==> config.mk <==
export PLATFORM = sky130hd
export DESIGN_NAME = depc_counter
export DESIGN_NICKNAME = d
export VERILOG_FILES = /design/src/depc_pkg.sv /design/src/depc_noise_filter.sv /design/src/depc_counter.sv
export SDC_FILE = /design/constraint.sdc
export NUM_CORES = 1
export LEC_CHECK = 0
export BUFFER_PORTS_ARGS = -buffer_cell sky130_fd_sc_hd__buf_2
export CAP_MARGIN = 40
export CORE_ASPECT_RATIO = 0.7
export CORE_MARGIN = 5
export CORE_UTILIZATION = 51
export CTS_CLUSTER_SIZE = 14
export DETAILED_ROUTE_END_ITERATION = 8
export PLACE_DENSITY = 0.87
export REMOVE_ABC_BUFFERS = 1
export SKIP_CTS_REPAIR_TIMING = 1
export SYNTH_ARGS = -nofsm -noshare
export SYNTH_HDL_FRONTEND = slang
export SYNTH_HIERARCHICAL = 1
export SYNTH_SLANG_ARGS = --single-unit
export TNS_END_PERCENT = 30
==> constraint.sdc <==
create_clock -name pclk -period 2.55 [get_ports pclk]
set_clock_uncertainty 0.2 [all_clocks]
set_input_delay 0.1275 -clock pclk [delete_from_list [all_inputs] [get_ports pclk]]
set_output_delay 0.1275 -clock pclk [all_outputs]
set_load 0.05 [all_outputs]
==> src/depc_pkg.sv <==
// Shared constants and types of the dual event pulse counter
package depc_pkg;

   // Register indices; the byte address is four times the index
   localparam logic [9:0] IDX_FIRST_LOW = 10'h2f8;
   localparam logic [9:0] IDX_FIRST_HIGH = 10'h2f9;
   localparam logic [9:0] IDX_SECOND_LOW = 10'h2fa;
   localparam logic [9:0] IDX_SECOND_HIGH = 10'h2fb;
   localparam logic [9:0] IDX_CONTROL = 10'h2fc;

   // Bus geometry
   localparam int ADDR_W = 12;
   localparam int DATA_W = 32;

   // Control field positions
   localparam int BIT_FIRST_CLEAR = 0;
   localparam int BIT_SECOND_CLEAR = 1;
   localparam int BIT_RUN = 2;
   localparam int BIT_MODE = 3;

   // Values after reset
   localparam logic [7:0] COUNT_RESET = 8'h00;
   localparam logic RUN_RESET = 1'b0;
   localparam logic MODE_RESET = 1'b0;

   // Noise rejector divider: oscillator divided by 16 or by 128
   localparam int NR_DIV_DEFAULT = 16;

   // Count mode carried in the control word
   typedef enum logic {
      DEPC_PHASE = 1'b0,
      DEPC_SEPARATE = 1'b1
   } depc_mode_t;

   // Software control word
   typedef struct packed {
      depc_mode_t mode;
      logic run;
   } depc_ctrl_t;

endpackage : depc_pkg

==> src/depc_noise_filter.sv <==
// Noise rejector for one pulse input
`timescale 1ns/10ps
`default_nettype none
module depc_noise_filter (
   // Clock and reset
   input wire logic pclk,
   input wire logic presetn,
   // Sample strobe from the rejector clock
   input wire logic sample,
   // Raw pin and cleaned level
   input wire logic pin,
   output logic level
);

   logic last; // Level seen at the previous sample

   // Keep the previous sample of the pin
   always_ff @(posedge pclk or negedge presetn) begin
      if (!presetn) begin
         last <= 1'b0;
      end else if (sample) begin
         last <= pin;
      end
   end

   // Accept a level only when two samples agree, so a glitch
   // shorter than one rejector period never passes
   always_ff @(posedge pclk or negedge presetn) begin
      if (!presetn) begin
         level <= 1'b0;
      end else if (sample && (pin == last)) begin
         level <= pin;
      end
   end

endmodule : depc_noise_filter
`default_nettype wire

==> src/depc_counter.sv <==
// Dual event pulse counter with APB register access
`timescale 1ns/10ps
`default_nettype none
// Functional notes
// First counter nibbles read-only, reset zero
// Second counter nibbles read-only, reset zero
// Writing D0 one clears first counter
// Writing D1 one clears second counter
// Run bit D2 readable, starts counting, resets zero
// Stopped counters ignore pulses; pins stay readable
// Mode D3 one selects separate mode
// Mode zero selects phase detection routing
// Run change applies at rejector clock fall
// Software reads counters repeatedly until agreeing
// Each counter is eight-bit binary up-counter
// Input A leading feeds second counter
// Separate mode: A first, B second
// Rejector clock is oscillator by 16/128
// Counters wrap to zero, no overflow flag
module depc_counter #(
   parameter int NR_DIV = depc_pkg::NR_DIV_DEFAULT
) (
   // APB clock and reset
   input wire logic pclk,
   input wire logic presetn,
   // APB request
   input wire logic psel,
   input wire logic penable,
   input wire logic pwrite,
   input wire logic [depc_pkg::ADDR_W-1:0] paddr,
   input wire logic [depc_pkg::DATA_W-1:0] pwdata,
   // APB answer
   output logic [depc_pkg::DATA_W-1:0] prdata,
   output logic pready,
   output logic pslverr,
   // Low-speed oscillator, sampled as a plain level
   input wire logic low_speed_osc_clock,
   // Pulse inputs
   input wire logic pulse_input_a,
   input wire logic pulse_input_b,
   // Pin levels for the general input port
   output logic pin_level_a,
   output logic pin_level_b
);

   // Divider width for the rejector clock
   localparam int DIV_W = $clog2(NR_DIV);

   // Register state
   depc_pkg::depc_ctrl_t ctrl; // Mode and written run bit
   logic run_active; // Run state as seen by the counters
   logic [7:0] first_count; // First counter
   logic [7:0] second_count; // Second counter

   // Rejector clock
   logic osc_prev; // Oscillator level one cycle ago
   logic osc_rise; // Oscillator rising edge
   logic [DIV_W-1:0] div_cnt; // Oscillator edge divider
   logic nr_clk; // Rejector clock level
   logic nr_prev; // Rejector clock one cycle ago
   logic nr_rise; // Sample point of the filters
   logic nr_fall; // Point where run changes apply

   // Filtered inputs and edges
   logic [1:0] raw_pins; // Both raw pins
   logic [1:0] filt; // Filtered levels, bit 0 is input A
   logic [1:0] filt_prev; // Filtered levels one cycle ago
   logic a_rise; // Filtered rising edge of input A
   logic b_rise; // Filtered rising edge of input B

   // Bus decode
   logic setup_rd; // Read in its setup cycle
   logic access_wr; // Write at its completing edge
   logic wr_ctrl; // Write to the control register
   logic first_clear; // Clear strobe for the first counter
   logic second_clear; // Clear strobe for the second counter
   logic mapped; // Address hits a register
   logic [depc_pkg::DATA_W-1:0] next_rdata; // Read mux output

   // Counter steering
   logic inc_first; // Add one to the first counter
   logic inc_second; // Add one to the second counter

   // Match an address against a register index
   function automatic logic reg_hit(
      input logic [depc_pkg::ADDR_W-1:0] addr,
      input logic [9:0] idx
   );
      reg_hit = (addr == {idx, 2'b00});
   endfunction : reg_hit

   // The slave never waits
   assign pready = 1'b1;

   // Request decode
   assign setup_rd = psel && !penable && !pwrite;
   assign access_wr = psel && penable && pwrite;
   assign wr_ctrl = access_wr && reg_hit(paddr, depc_pkg::IDX_CONTROL);
   assign first_clear = wr_ctrl && pwdata[depc_pkg::BIT_FIRST_CLEAR];
   assign second_clear = wr_ctrl && pwdata[depc_pkg::BIT_SECOND_CLEAR];

   // Any of the five registers
   assign mapped = reg_hit(paddr, depc_pkg::IDX_FIRST_LOW)
      || reg_hit(paddr, depc_pkg::IDX_FIRST_HIGH)
      || reg_hit(paddr, depc_pkg::IDX_SECOND_LOW)
      || reg_hit(paddr, depc_pkg::IDX_SECOND_HIGH)
      || reg_hit(paddr, depc_pkg::IDX_CONTROL);

   // Read mux; counter nibbles sit in the low bits
   always_comb begin
      next_rdata = '0;
      if (reg_hit(paddr, depc_pkg::IDX_FIRST_LOW)) begin
         next_rdata[3:0] = first_count[3:0];
      end else if (reg_hit(paddr, depc_pkg::IDX_FIRST_HIGH)) begin
         next_rdata[3:0] = first_count[7:4];
      end else if (reg_hit(paddr, depc_pkg::IDX_SECOND_LOW)) begin
         next_rdata[3:0] = second_count[3:0];
      end else if (reg_hit(paddr, depc_pkg::IDX_SECOND_HIGH)) begin
         next_rdata[3:0] = second_count[7:4];
      end else if (reg_hit(paddr, depc_pkg::IDX_CONTROL)) begin
         // Clear bits always read as zero
         next_rdata[depc_pkg::BIT_RUN] = ctrl.run;
         next_rdata[depc_pkg::BIT_MODE] = ctrl.mode;
      end
   end

   // Read data is captured in the setup cycle, so the count can
   // move one cycle before the access edge; software rereads
   always_ff @(posedge pclk or negedge presetn) begin
      if (!presetn) begin
         prdata <= '0;
      end else if (setup_rd) begin
         prdata <= next_rdata;
      end
   end

   // Error answer for an unmapped address, either direction
   always_ff @(posedge pclk or negedge presetn) begin
      if (!presetn) begin
         pslverr <= 1'b0;
      end else if (psel && !penable) begin
         pslverr <= !mapped;
      end
   end

   // Control register; writes to counter nibbles are dropped
   always_ff @(posedge pclk or negedge presetn) begin
      if (!presetn) begin
         ctrl.run <= depc_pkg::RUN_RESET;
         ctrl.mode <= depc_pkg::DEPC_PHASE;
      end else if (wr_ctrl) begin
         ctrl.run <= pwdata[depc_pkg::BIT_RUN];
         ctrl.mode <= depc_mode_cast(pwdata[depc_pkg::BIT_MODE]);
      end
   end

   // Mode bit to mode type
   function automatic depc_pkg::depc_mode_t depc_mode_cast(
      input logic b
   );
      depc_mode_cast = b ? depc_pkg::DEPC_SEPARATE : depc_pkg::DEPC_PHASE;
   endfunction : depc_mode_cast

   // Oscillator edge detect; the oscillator is far slower than pclk
   always_ff @(posedge pclk or negedge presetn) begin
      if (!presetn) begin
         osc_prev <= 1'b0;
      end else begin
         osc_prev <= low_speed_osc_clock;
      end
   end
   assign osc_rise = low_speed_osc_clock && !osc_prev;

   // Divide oscillator edges down to the rejector clock
   always_ff @(posedge pclk or negedge presetn) begin
      if (!presetn) begin
         div_cnt <= '0;
      end else if (osc_rise) begin
         div_cnt <= div_cnt + 1'b1;
      end
   end
   assign nr_clk = div_cnt[DIV_W-1];

   // Rejector clock edges as one-cycle strobes
   always_ff @(posedge pclk or negedge presetn) begin
      if (!presetn) begin
         nr_prev <= 1'b0;
      end else begin
         nr_prev <= nr_clk;
      end
   end
   assign nr_rise = nr_clk && !nr_prev;
   assign nr_fall = !nr_clk && nr_prev;

   // Written run bit reaches the counters only at a falling edge
   always_ff @(posedge pclk or negedge presetn) begin
      if (!presetn) begin
         run_active <= depc_pkg::RUN_RESET;
      end else if (nr_fall) begin
         run_active <= ctrl.run;
      end
   end

   // Pins stay visible to the input port even while stopped
   always_ff @(posedge pclk or negedge presetn) begin
      if (!presetn) begin
         pin_level_a <= 1'b0;
         pin_level_b <= 1'b0;
      end else begin
         pin_level_a <= pulse_input_a;
         pin_level_b <= pulse_input_b;
      end
   end

   // One noise rejector per input
   assign raw_pins = {pulse_input_b, pulse_input_a};
   for (genvar i = 0; i < 2; i++) begin : g_filter
      depc_noise_filter u_filter (
         .pclk(pclk),
         .presetn(presetn),
         .sample(nr_rise),
         .pin(raw_pins[i]),
         .level(filt[i])
      );
   end

   // Filtered levels one cycle ago, for edge detection
   always_ff @(posedge pclk or negedge presetn) begin
      if (!presetn) begin
         filt_prev <= '0;
      end else begin
         filt_prev <= filt;
      end
   end
   assign a_rise = filt[0] && !filt_prev[0];
   assign b_rise = filt[1] && !filt_prev[1];

   // Steer pulses; in phase mode the lagging edge counts, and both
   // edges in one cycle give no phase and no count
   always_comb begin
      inc_first = 1'b0;
      inc_second = 1'b0;
      if (run_active) begin
         case (ctrl.mode)
            depc_pkg::DEPC_SEPARATE: begin
               inc_first = a_rise;
               inc_second = b_rise;
            end
            depc_pkg::DEPC_PHASE: begin
               // B already high when A rises: B leads
               inc_first = a_rise && filt_prev[1];
               // A already high when B rises: A leads
               inc_second = b_rise && filt_prev[0];
            end
            default: begin
               inc_first = 1'b0;
               inc_second = 1'b0;
            end
         endcase
      end
   end

   // First counter; a clear beats a pulse in the same cycle
   always_ff @(posedge pclk or negedge presetn) begin
      if (!presetn) begin
         first_count <= depc_pkg::COUNT_RESET;
      end else if (first_clear) begin
         first_count <= depc_pkg::COUNT_RESET;
      end else if (inc_first) begin
         first_count <= first_count + 8'h01;
      end
   end

   // Second counter; same priority as the first
   always_ff @(posedge pclk or negedge presetn) begin
      if (!presetn) begin
         second_count <= depc_pkg::COUNT_RESET;
      end else if (second_clear) begin
         second_count <= depc_pkg::COUNT_RESET;
      end else if (inc_second) begin
         second_count <= second_count + 8'h01;
      end
   end
endmodule : depc_counter
`default_nettype wire

==> impl_metrics.tcl, run 1 <==
set metrics [dict create \
    finalHoldWorstSlack_ns -0.0147 \
    vias 1491 \
    post-route-min-period_ns 1.82 \
    max_freq_mhz 549 \
    die-area_um2 5500 \
    insertion_delay_ns 0.30 \
    p_seq_frac 0.494 \
    violations "negative hold slack" \
    n_fill_cell 365 \
    via_per_inst 5.00 \
    drtAntennaViolNets 0 \
    startpoint_type "input pin" \
    final_cells 298 \
    switchingPower_uw 539 \
    dp_hpwl_um 2980 \
    setup_viol 0 \
    post-synth-top-count-cell "dfrtp_1" \
    h-tree-depth 2 \
    die_y_um 63.6 \
    crit_required_ns 2.53 \
    intPower_mw 1.04 \
    path_max_fanout 3 \
    dr.first_iter.drc_count 76 \
    synthArstFlopShare 1.00 \
    row_count 19 \
    worstMarginPinSlew_ns 0.820 \
    wirelength_um 4100 \
    place_inst 282 \
    start_util 0.529 \
    grt_pass1_vias 1387 \
    slew_viol_final 0 \
    yosys-top-cells-count "dfrtp_1, buf_4, nor2_1" \
    cts_made_buffers 5 \
    nNetsFinal 300 \
    p_clk_frac 0.275 \
    sw_frac_of_total 0.342 \
    root_buffer "clkbuf_8" \
    yosys.area.top_type "dfrtp_1" \
    cts.path.max_buffers 2 \
    clkTransAtPathRegs_ns 0.08 \
    core_um2 3950 \
    peakVddDrop_v 0.000413 \
    gp_congestion 0.798 \
    cp_data_arrival_time_ns 1.80 \
    port_buffers 30 \
    synth_cells 205 \
    die_x_um 86.5 \
    grt_overflow 0 \
    power_density_nw_per_um2 672 \
    maxCapViolCount 0 \
    end_kind "flip-flop" \
    grt_max_degree 39 \
    static-leakage-power_nw 1.06 \
    grt_pass1_wl_um 6410 \
    synthTopCellsByArea "dfrtp_1, buf_4, xnor2_1" \
    cts_tree "yes" \
    hold_path_class "input pin to flip-flop" \
    drive_gt1_frac 0.207 \
    ys_warn_count 6 \
    slew_headroom 0.454 \
    cts.sinks 38 \
    ys_types 36 \
    globalRouteTotalUtil 0.152 \
    synth.ff_latch_count 38 \
    drc 0 \
    finalCritPeriodShare 0.714 \
    ys_seq_area_frac 0.455 \
    netlist_area_um2 2090 \
    synthDominantCellAreaShare 0.455 \
    ys.flop_type "dfrtp_1" \
    path_class "input pin to flip-flop" \
    hold_violations 3 \
    status "finished, violations left" \
    p_comb_frac 0.231 \
    syn_avg_cell_area_um2 10.2 \
    io_pins 88 \
    diodes 0 \
    antenna_found_initial 0 \
    first_pass_iters 4 \
    rsz0062_at_grt "no" \
    routedWlPerCell_um 13.8 \
    synthToLayoutAreaGrowth_pct 12.3 \
    fin_setup_tns_ns 0 \
    synth_edf_count 0 \
]
[cells in the final DEF, fill, tap and decap left out]
cell,count
clkinvlp_4,1
o21ai_0,4
or3_4,1
o32ai_1,2
a21oi_1,4
nor3_1,7
nand4_1,7
nor4_1,3
dlygate4sd3_1,8
nor3_2,2
nor3b_1,2
nand2_1,13
clkbuf_8,6
nand3b_1,1
nor2_1,20
ha_1,3
nand2b_1,6
nand3_1,3
conb_1,29
mux4_2,2
a31o_2,1
buf_2,30
nand4b_1,2
xnor2_1,15
a31oi_1,3
xor2_1,1
or2_0,1
mux2_4,2
dfrtp_1,38
o31ai_1,2
and4b_1,1
mux2i_1,5
nor2b_1,4
o21ai_1,3
inv_1,8
o2bb2ai_2,2
or2_4,1
mux2_2,2
clkinv_2,1
[path summary, 6_finish.rpt]
check                            from               to  slack (ns)  cells past startpoint
setup / recovery               pwrite          ctrl[0]        0.73                      6
hold / removal              pwdata[1]  second_count[7]       -0.01                      4
setup reg to reg              ctrl[1]   first_count[5]        0.86                      4
hold reg to reg            div_cnt[3]          nr_prev        0.24                      0
max in group asynchronous     presetn         osc_prev        1.38                      2
min in group asynchronous     presetn        prdata[0]        0.25                      2
[metal layers]
layer / global-route usage / vias up / wire length (um)
met2: 0.238 / 46 / 1960
met3: 0.0417 / 11 / 310
met1: 0.193 / 712 / 1730
met4: 0.0759 / 0 / 97
li1: - / 722 / -
met5: 0 / - / 0
[state kept, by name, indices dropped and copies added (netlist names)]
| signal | count |
|---|---|
| first_count | 8 |
| second_count | 8 |
| div_cnt | 4 |
| prdata | 4 |
| ctrl | 2 |
| filt_prev | 2 |
| g_filter.u_filter/last | 2 |
| g_filter.u_filter/level | 2 |
| nr_prev | 1 |
| osc_prev | 1 |
| pin_level_a | 1 |
| pin_level_b | 1 |
| pslverr | 1 |
| run_active | 1 |
[final cells by class]
cell class / count / area [um^2] / area share
Clock inverter: 2 / 12.5 / 0.00533
Clock buffer: 6 / 82.6 / 0.0352
Multi-Input combinational cell: 154 / 975 / 0.415
Inverter: 8 / 30.0 / 0.0128
Tap cell: 52 / 65.1 / 0.0277
Timing Repair Buffer: 38 / 230 / 0.0981
Sequential cell: 38 / 951 / 0.405
[through the flow]
stage / setup slack (ns) / hold slack [ns] / cell area, um^2 / utilization / power (mW)
CTS: 0.858 / -0.265 / 2270 / 0.574 / 1.58
global route: 0.641 / 0.0233 / 2350 / 0.594 / 1.67
floorplan: 1.04 / -0.368 / 1960 / - / 1.04
finish: 0.730 / -0.0147 / 2350 / 0.594 / 1.58
detailed placement: 0.785 / 0.0506 / 2170 / 0.550 / 1.14
global placement: 0.813 / 0.0450 / 2170 / 0.550 / 1.12
[cells by family (layout without fill, tap and decap cells)]
group / count (synthesis) / count (layout) / share of synthesized area
compound gates: 21 / 21 / 0.0695
xor+xnor: 16 / 16 / 0.0671
fa+ha+maj: 3 / 3 / 0.0180
buf+inv: 40 / 54 / 0.127
flops: 38 / 38 / 0.455
mux: 11 / 11 / 0.0707
other cells: 2 / 29 / 0.00359
simple gates: 74 / 74 / 0.189
[critical path, cell delays in order]
cell           delay [ns]
dlygate4sd3_1        0.52
buf_2                0.12
nand4_1              0.11
or3_4                0.38
or2_4                0.26
mux2_4               0.29
[power groups by stage]
stage	Sequential, mW	Clock (mW)	Combinational (mW)
after floorplan	0.768	0	0.276
after global placement	0.779	0	0.338
after detailed placement	0.786	0	0.355
after CTS	0.775	0.446	0.356
after global routing	0.794	0.469	0.403
final	0.779	0.434	0.364
Power figures use the tool's default switching activity.
==> run 2, diff against run 1 <==
--- a/config.mk
+++ b/config.mk
@@ -9,10 +9,10 @@
 export CAP_MARGIN = 40
 export CORE_ASPECT_RATIO = 0.7
 export CORE_MARGIN = 5
-export CORE_UTILIZATION = 51
+export CORE_UTILIZATION = 48
 export CTS_CLUSTER_SIZE = 14
 export DETAILED_ROUTE_END_ITERATION = 8
-export PLACE_DENSITY = 0.87
+export PLACE_DENSITY = 0.83
 export REMOVE_ABC_BUFFERS = 1
 export SKIP_CTS_REPAIR_TIMING = 1
 export SYNTH_ARGS = -nofsm -noshare
==> constraint.sdc (replaced) <==
create_clock -name pclk -period 1.8 [get_ports pclk]
set_clock_uncertainty 0.2 [all_clocks]
set_input_delay 0.09 -clock pclk [delete_from_list [all_inputs] [get_ports pclk]]
set_output_delay 0.09 -clock pclk [all_outputs]
set_load 0.05 [all_outputs]
==> run 2 against run 1 <==
  * The flow now finishes without violations
  * Clock power grew 40%
  * Hold slack better by 0.040 ns
  * Setup slack got worse by 0.68 ns
  * Sequential share of layout area fell by 0.76 points
  * Die area up 5.4%
  * Core utilization decreased by 3.6 points
  * Non-clock buffer count is 5 higher
  * Highest routed layer unchanged
==> impl_metrics.tcl, run 2 (synthesized netlist as in run 1, its figures left out) <==
set metrics [dict create \
    status "finished, final reports clean" \
    post-route-min-period_ns 1.75 \
    drc 0 \
    dp_hpwl_um 2940 \
    first_pass_iters 4 \
    gr-usage-met1 0.210 \
    maxCapViolCount 0 \
    finalHoldWorstSlack_ns 0.0252 \
    final_common_cell "dfrtp_1" \
    antenna_found_initial 0 \
    place_inst 289 \
    routedWlPerCell_um 13.2 \
    startpoint_type "input pin" \
    top_regs "first_count (8), second_count (8)" \
    drive_gt1_frac 0.219 \
    end_kind "flip-flop" \
    crit_required_ns 1.78 \
    n_fill_cell 392 \
    grt_pass1_wl_um 6310 \
    start_util 0.488 \
    slew_viol_final 0 \
    grt_overflow 0 \
    crit_chain "dlygate4sd3_1 -> buf_2 -> nand4_1 -> or3_4 -> or2_4 -> mux2_4" \
    cts.path.max_buffers 2 \
    final_cell_mix "dfrtp_1, buf_2, conb_1" \
    path_delay_family "simple AND/OR/NAND/NOR gates" \
    nNetsFinal 305 \
    via_per_inst 4.93 \
    cp_data_arrival_time_ns 1.73 \
    max_freq_mhz 571 \
    hold_path_end "prdata[0]" \
    peakVddDrop_v 0.000531 \
    rsz0062_at_grt "no" \
    cp_num_buf_inv 2 \
    final_cells 306 \
    die_y_um 65.2 \
    gp_congestion 0.860 \
    h-tree-depth 2 \
    fin_setup_tns_ns 0 \
    grt_busiest_layer "met1" \
    grt_util_met3 0.0376 \
    min_from "paddr[4]" \
    setup_viol 0 \
    post-route-util 0.559 \
    io_pins 88 \
    core_um2 4280 \
    row_count 20 \
    slowest_delay_ns 0.52 \
    slowest_stage "dlygate4sd3_1" \
    cts_tree "yes" \
    r2r-start "filt_prev[0]" \
    root_buffer "clkbuf_8" \
    wirelength_um 4020 \
    grt_pass1_vias 1322 \
    insertion_delay_ns 0.29 \
    globalRouteTotalUtil 0.145 \
    reg2reg_depth 4 \
    hold_path_class "input pin to flip-flop" \
    finalCritPeriodShare 0.972 \
    cts.sinks 38 \
    min_path_cells 3 \
    cts_made_buffers 5 \
    static-leakage-power_nw 1.08 \
    clkTransAtPathRegs_ns 0.07 \
    power_density_nw_per_um2 926 \
    die_x_um 88.9 \
    synthToLayoutAreaGrowth_pct 14.4 \
    vias 1508 \
    die-area_um2 5790 \
    r2r_setup_slack_ns 0.08 \
    cp_num_cells 6 \
    grt_max_degree 39 \
    hold_violations 0 \
    port_buffers 30 \
    drtAntennaViolNets 0 \
    timing.rr.end "first_count[7]" \
    met2_usage 0.195 \
    path_class "input pin to flip-flop" \
    diodes 0 \
    path_max_fanout 3 \
    dr.first_iter.drc_count 87 \
]
run 2: routing by layer:
metal | routed length [um] | share of wire
met2 | 1750 | 0.43
met1 | 1790 | 0.44
met3 | 387 | 0.096
met4 | 97 | 0.024
met5 | 0 | 0
run 2: layout make-up:
type                       instances  area [um^2]  area share
inverter                           8         30.0      0.0126
multi-input combinational        154          980       0.410
sequential                        38          951       0.398
timing repair buffer              43          270       0.113
clock inverter                     1         5.00     0.00209
clock buffer                       7         86.3      0.0361
tap                               55         68.8      0.0288
run 2: stage by stage:
step / total power [mW] / setup slack, ns / area [um^2]
2_1_floorplan: 1.48 / 0.317 / 1960
3_3_place_gp: 1.59 / 0.213 / 2200
3_5_place_dp: 1.60 / 0.165 / 2200
4_1_cts: 2.22 / 0.150 / 2300
5_1_grt: 2.34 / 0.0119 / 2390
6_report: 2.21 / 0.0502 / 2390
run 2: where the power goes:
group          internal (mW)  total (mW)  switching (mW)  leakage (nW)
Clock                  0.309       0.606           0.297        0.0482
Sequential             0.982        1.09           0.112         0.406
Combinational          0.183       0.513           0.331         0.631
run 2: worst max-delay path by stage:
stage	start	slack, ns	to
finish	pwrite	0.05	ctrl[1]
global route	pwrite	0.01	ctrl[1]
CTS	filt_prev[0]	0.15	first_count[7]
detailed placement	filt_prev[0]	0.17	first_count[7]
global placement	filt_prev[0]	0.21	first_count[7]
floorplan	filt_prev[0]	0.32	first_count[5]
run 2: tightest hold or removal path, cell delays in order:
cell and delay [ns]:
buf_2 0.16, or2_0 0.16, o21ai_1 0.07
==> run 3, diff against run 2 <==
==> constraint.sdc (replaced) <==
create_clock -name pclk -period 1.87 [get_ports pclk]
set_clock_uncertainty 0.2 [all_clocks]
set_input_delay 0.0935 -clock pclk [delete_from_list [all_inputs] [get_ports pclk]]
set_output_delay 0.0935 -clock pclk [all_outputs]
set_load 0.05 [all_outputs]
==> run 3 against run 2 <==
  * Cell area down 0.21%
  * Clock power down 3.8%
  * Total power down 3.8%
  * Via count down 0.93%
  * Combinational power down 3.9%
  * Flip-flop and latch count unchanged
  * Die area unchanged
  * First-iteration DRC count down 5.7%
  * Global-route usage unchanged
  * Critical path type unchanged
  * Critical endpoint unchanged
==> impl_metrics.tcl, run 3 (synthesized netlist as in run 1, its figures left out) <==
set metrics [dict create \
    post-route-min-period_ns 1.75 \
    path_max_fanout 3 \
    hold_violations 0 \
    static-leakage-power_nw 1.08 \
    maxCapViolCount 0 \
    port_buffers 30 \
    die-area_um2 5790 \
    rsz0062_at_grt "no" \
    fin_setup_tns_ns 0 \
    antenna_found_initial 0 \
    setup_viol 0 \
    clkTransAtPathRegs_ns 0.07 \
    path_class "input pin to flip-flop" \
    diodes 0 \
    cts.path.max_buffers 2 \
    cts_made_buffers 5 \
    start_util 0.488 \
    finalCritPeriodShare 0.938 \
    dpl-instance-area_um2 2200 \
    drc 0 \
    final_common_cell "dfrtp_1" \
    startpoint_type "input pin" \
    stdcell_area_um2 2390 \
    crit_required_ns 1.85 \
    total_power_mw 2.13 \
    nNetsFinal 305 \
    wirelength_um 4000 \
    hold_path_class "input pin to flip-flop" \
    end_kind "flip-flop" \
    max_freq_mhz 570 \
    core_um2 4280 \
    drive_gt1_frac 0.215 \
    row_count 20 \
    grt_max_degree 39 \
    first_pass_iters 4 \
    n_fill_cell 391 \
    cts_tree "yes" \
    grt_pass1_wl_um 6310 \
    routedWlPerCell_um 13.1 \
    final_cell_mix "dfrtp_1, buf_2, conb_1" \
    insertion_delay_ns 0.29 \
    die_x_um 88.9 \
    power_density_nw_per_um2 892 \
    status "finished, final reports clean" \
    h-tree-depth 2 \
    grt_overflow 0 \
    grt_pass1_vias 1322 \
    drtAntennaViolNets 0 \
    root_buffer "clkbuf_8" \
    gp_congestion 0.860 \
    io_pins 88 \
    slew_viol_final 0 \
    top_regs "first_count (8), second_count (8)" \
    dr.first_iter.drc_count 82 \
    peakVddDrop_v 0.000512 \
    die_y_um 65.2 \
    globalRouteTotalUtil 0.145 \
    synthToLayoutAreaGrowth_pct 14.2 \
    dp_hpwl_um 2940 \
    cp_data_arrival_time_ns 1.73 \
    vias 1494 \
    via_per_inst 4.88 \
    cts.sinks 38 \
]
-- run 3: changes by cell type in the layout (fill, tap and decap cells not counted) --
cell	before	now
nor3_1	6	7
nor3_2	3	2
-- run 3: final timing paths --
| kind | startpoint | end | slack, ns | depth (start not counted) |
|---|---|---|---|---|
| worst max register to register | filt_prev[0] | first_count[7] | 0.24 | 4 |
| worst max-delay path | pwrite | ctrl[1] | 0.12 | 6 |
| min in group asynchronous | presetn | g_filter[0].u_filter/last | 0.16 | 3 |
| worst min register to register | div_cnt[3] | nr_prev | 0.25 | 0 |
| worst min-delay path | paddr[4] | prdata[0] | 0.03 | 3 |
| max in group asynchronous | presetn | ctrl[0] | 0.97 | 3 |
-- run 3: layer usage --
metal | routed length (um) | up-vias | share of wire | GRT usage
li1 | - | 736 | - | -
met2 | 1740 | 50 | 0.43 | 0.195
met4 | 97 | 0 | 0.024 | 0.0792
met1 | 1830 | 698 | 0.46 | 0.210
met3 | 340 | 10 | 0.085 | 0.0376
met5 | 0 | - | 0 | 0
-- run 3: where the power goes --
group          switching (mW)  internal, mW
logic                   0.317         0.176
clock network           0.285         0.297
registers               0.109         0.945
-- run 3: layout make-up --
type,instances,area (um^2),area share
sequential,38,951,0.399
timing repair buffer,43,270,0.113
clock inverter,1,5.00,0.00210
inverter,8,30.0,0.0126
tap,55,68.8,0.0288
multi-input combinational,154,975,0.408
clock buffer,7,86.3,0.0362
-- run 3: stage by stage --
| stage | utilization | instances | hold WS, ns | setup WS (ns) |
|---|---|---|---|---|
| after floorplan | - | 200 | -0.402 | 0.387 |
| after detailed placement | 0.515 | 289 | -0.0292 | 0.235 |
| after CTS | 0.537 | 297 | -0.355 | 0.220 |
| final | 0.558 | 306 | 0.0276 | 0.117 |
| after global routing | 0.558 | 306 | 0.0455 | 0.0647 |
| after global placement | 0.515 | 289 | -0.0353 | 0.283 |
-- run 3: worst max-delay path, stage by stage --
cell	delay (ns)
dlygate4sd3_1	0.52
buf_2	0.12
nand4_1	0.08
or3_4	0.36
or2_4	0.26
mux2_4	0.30
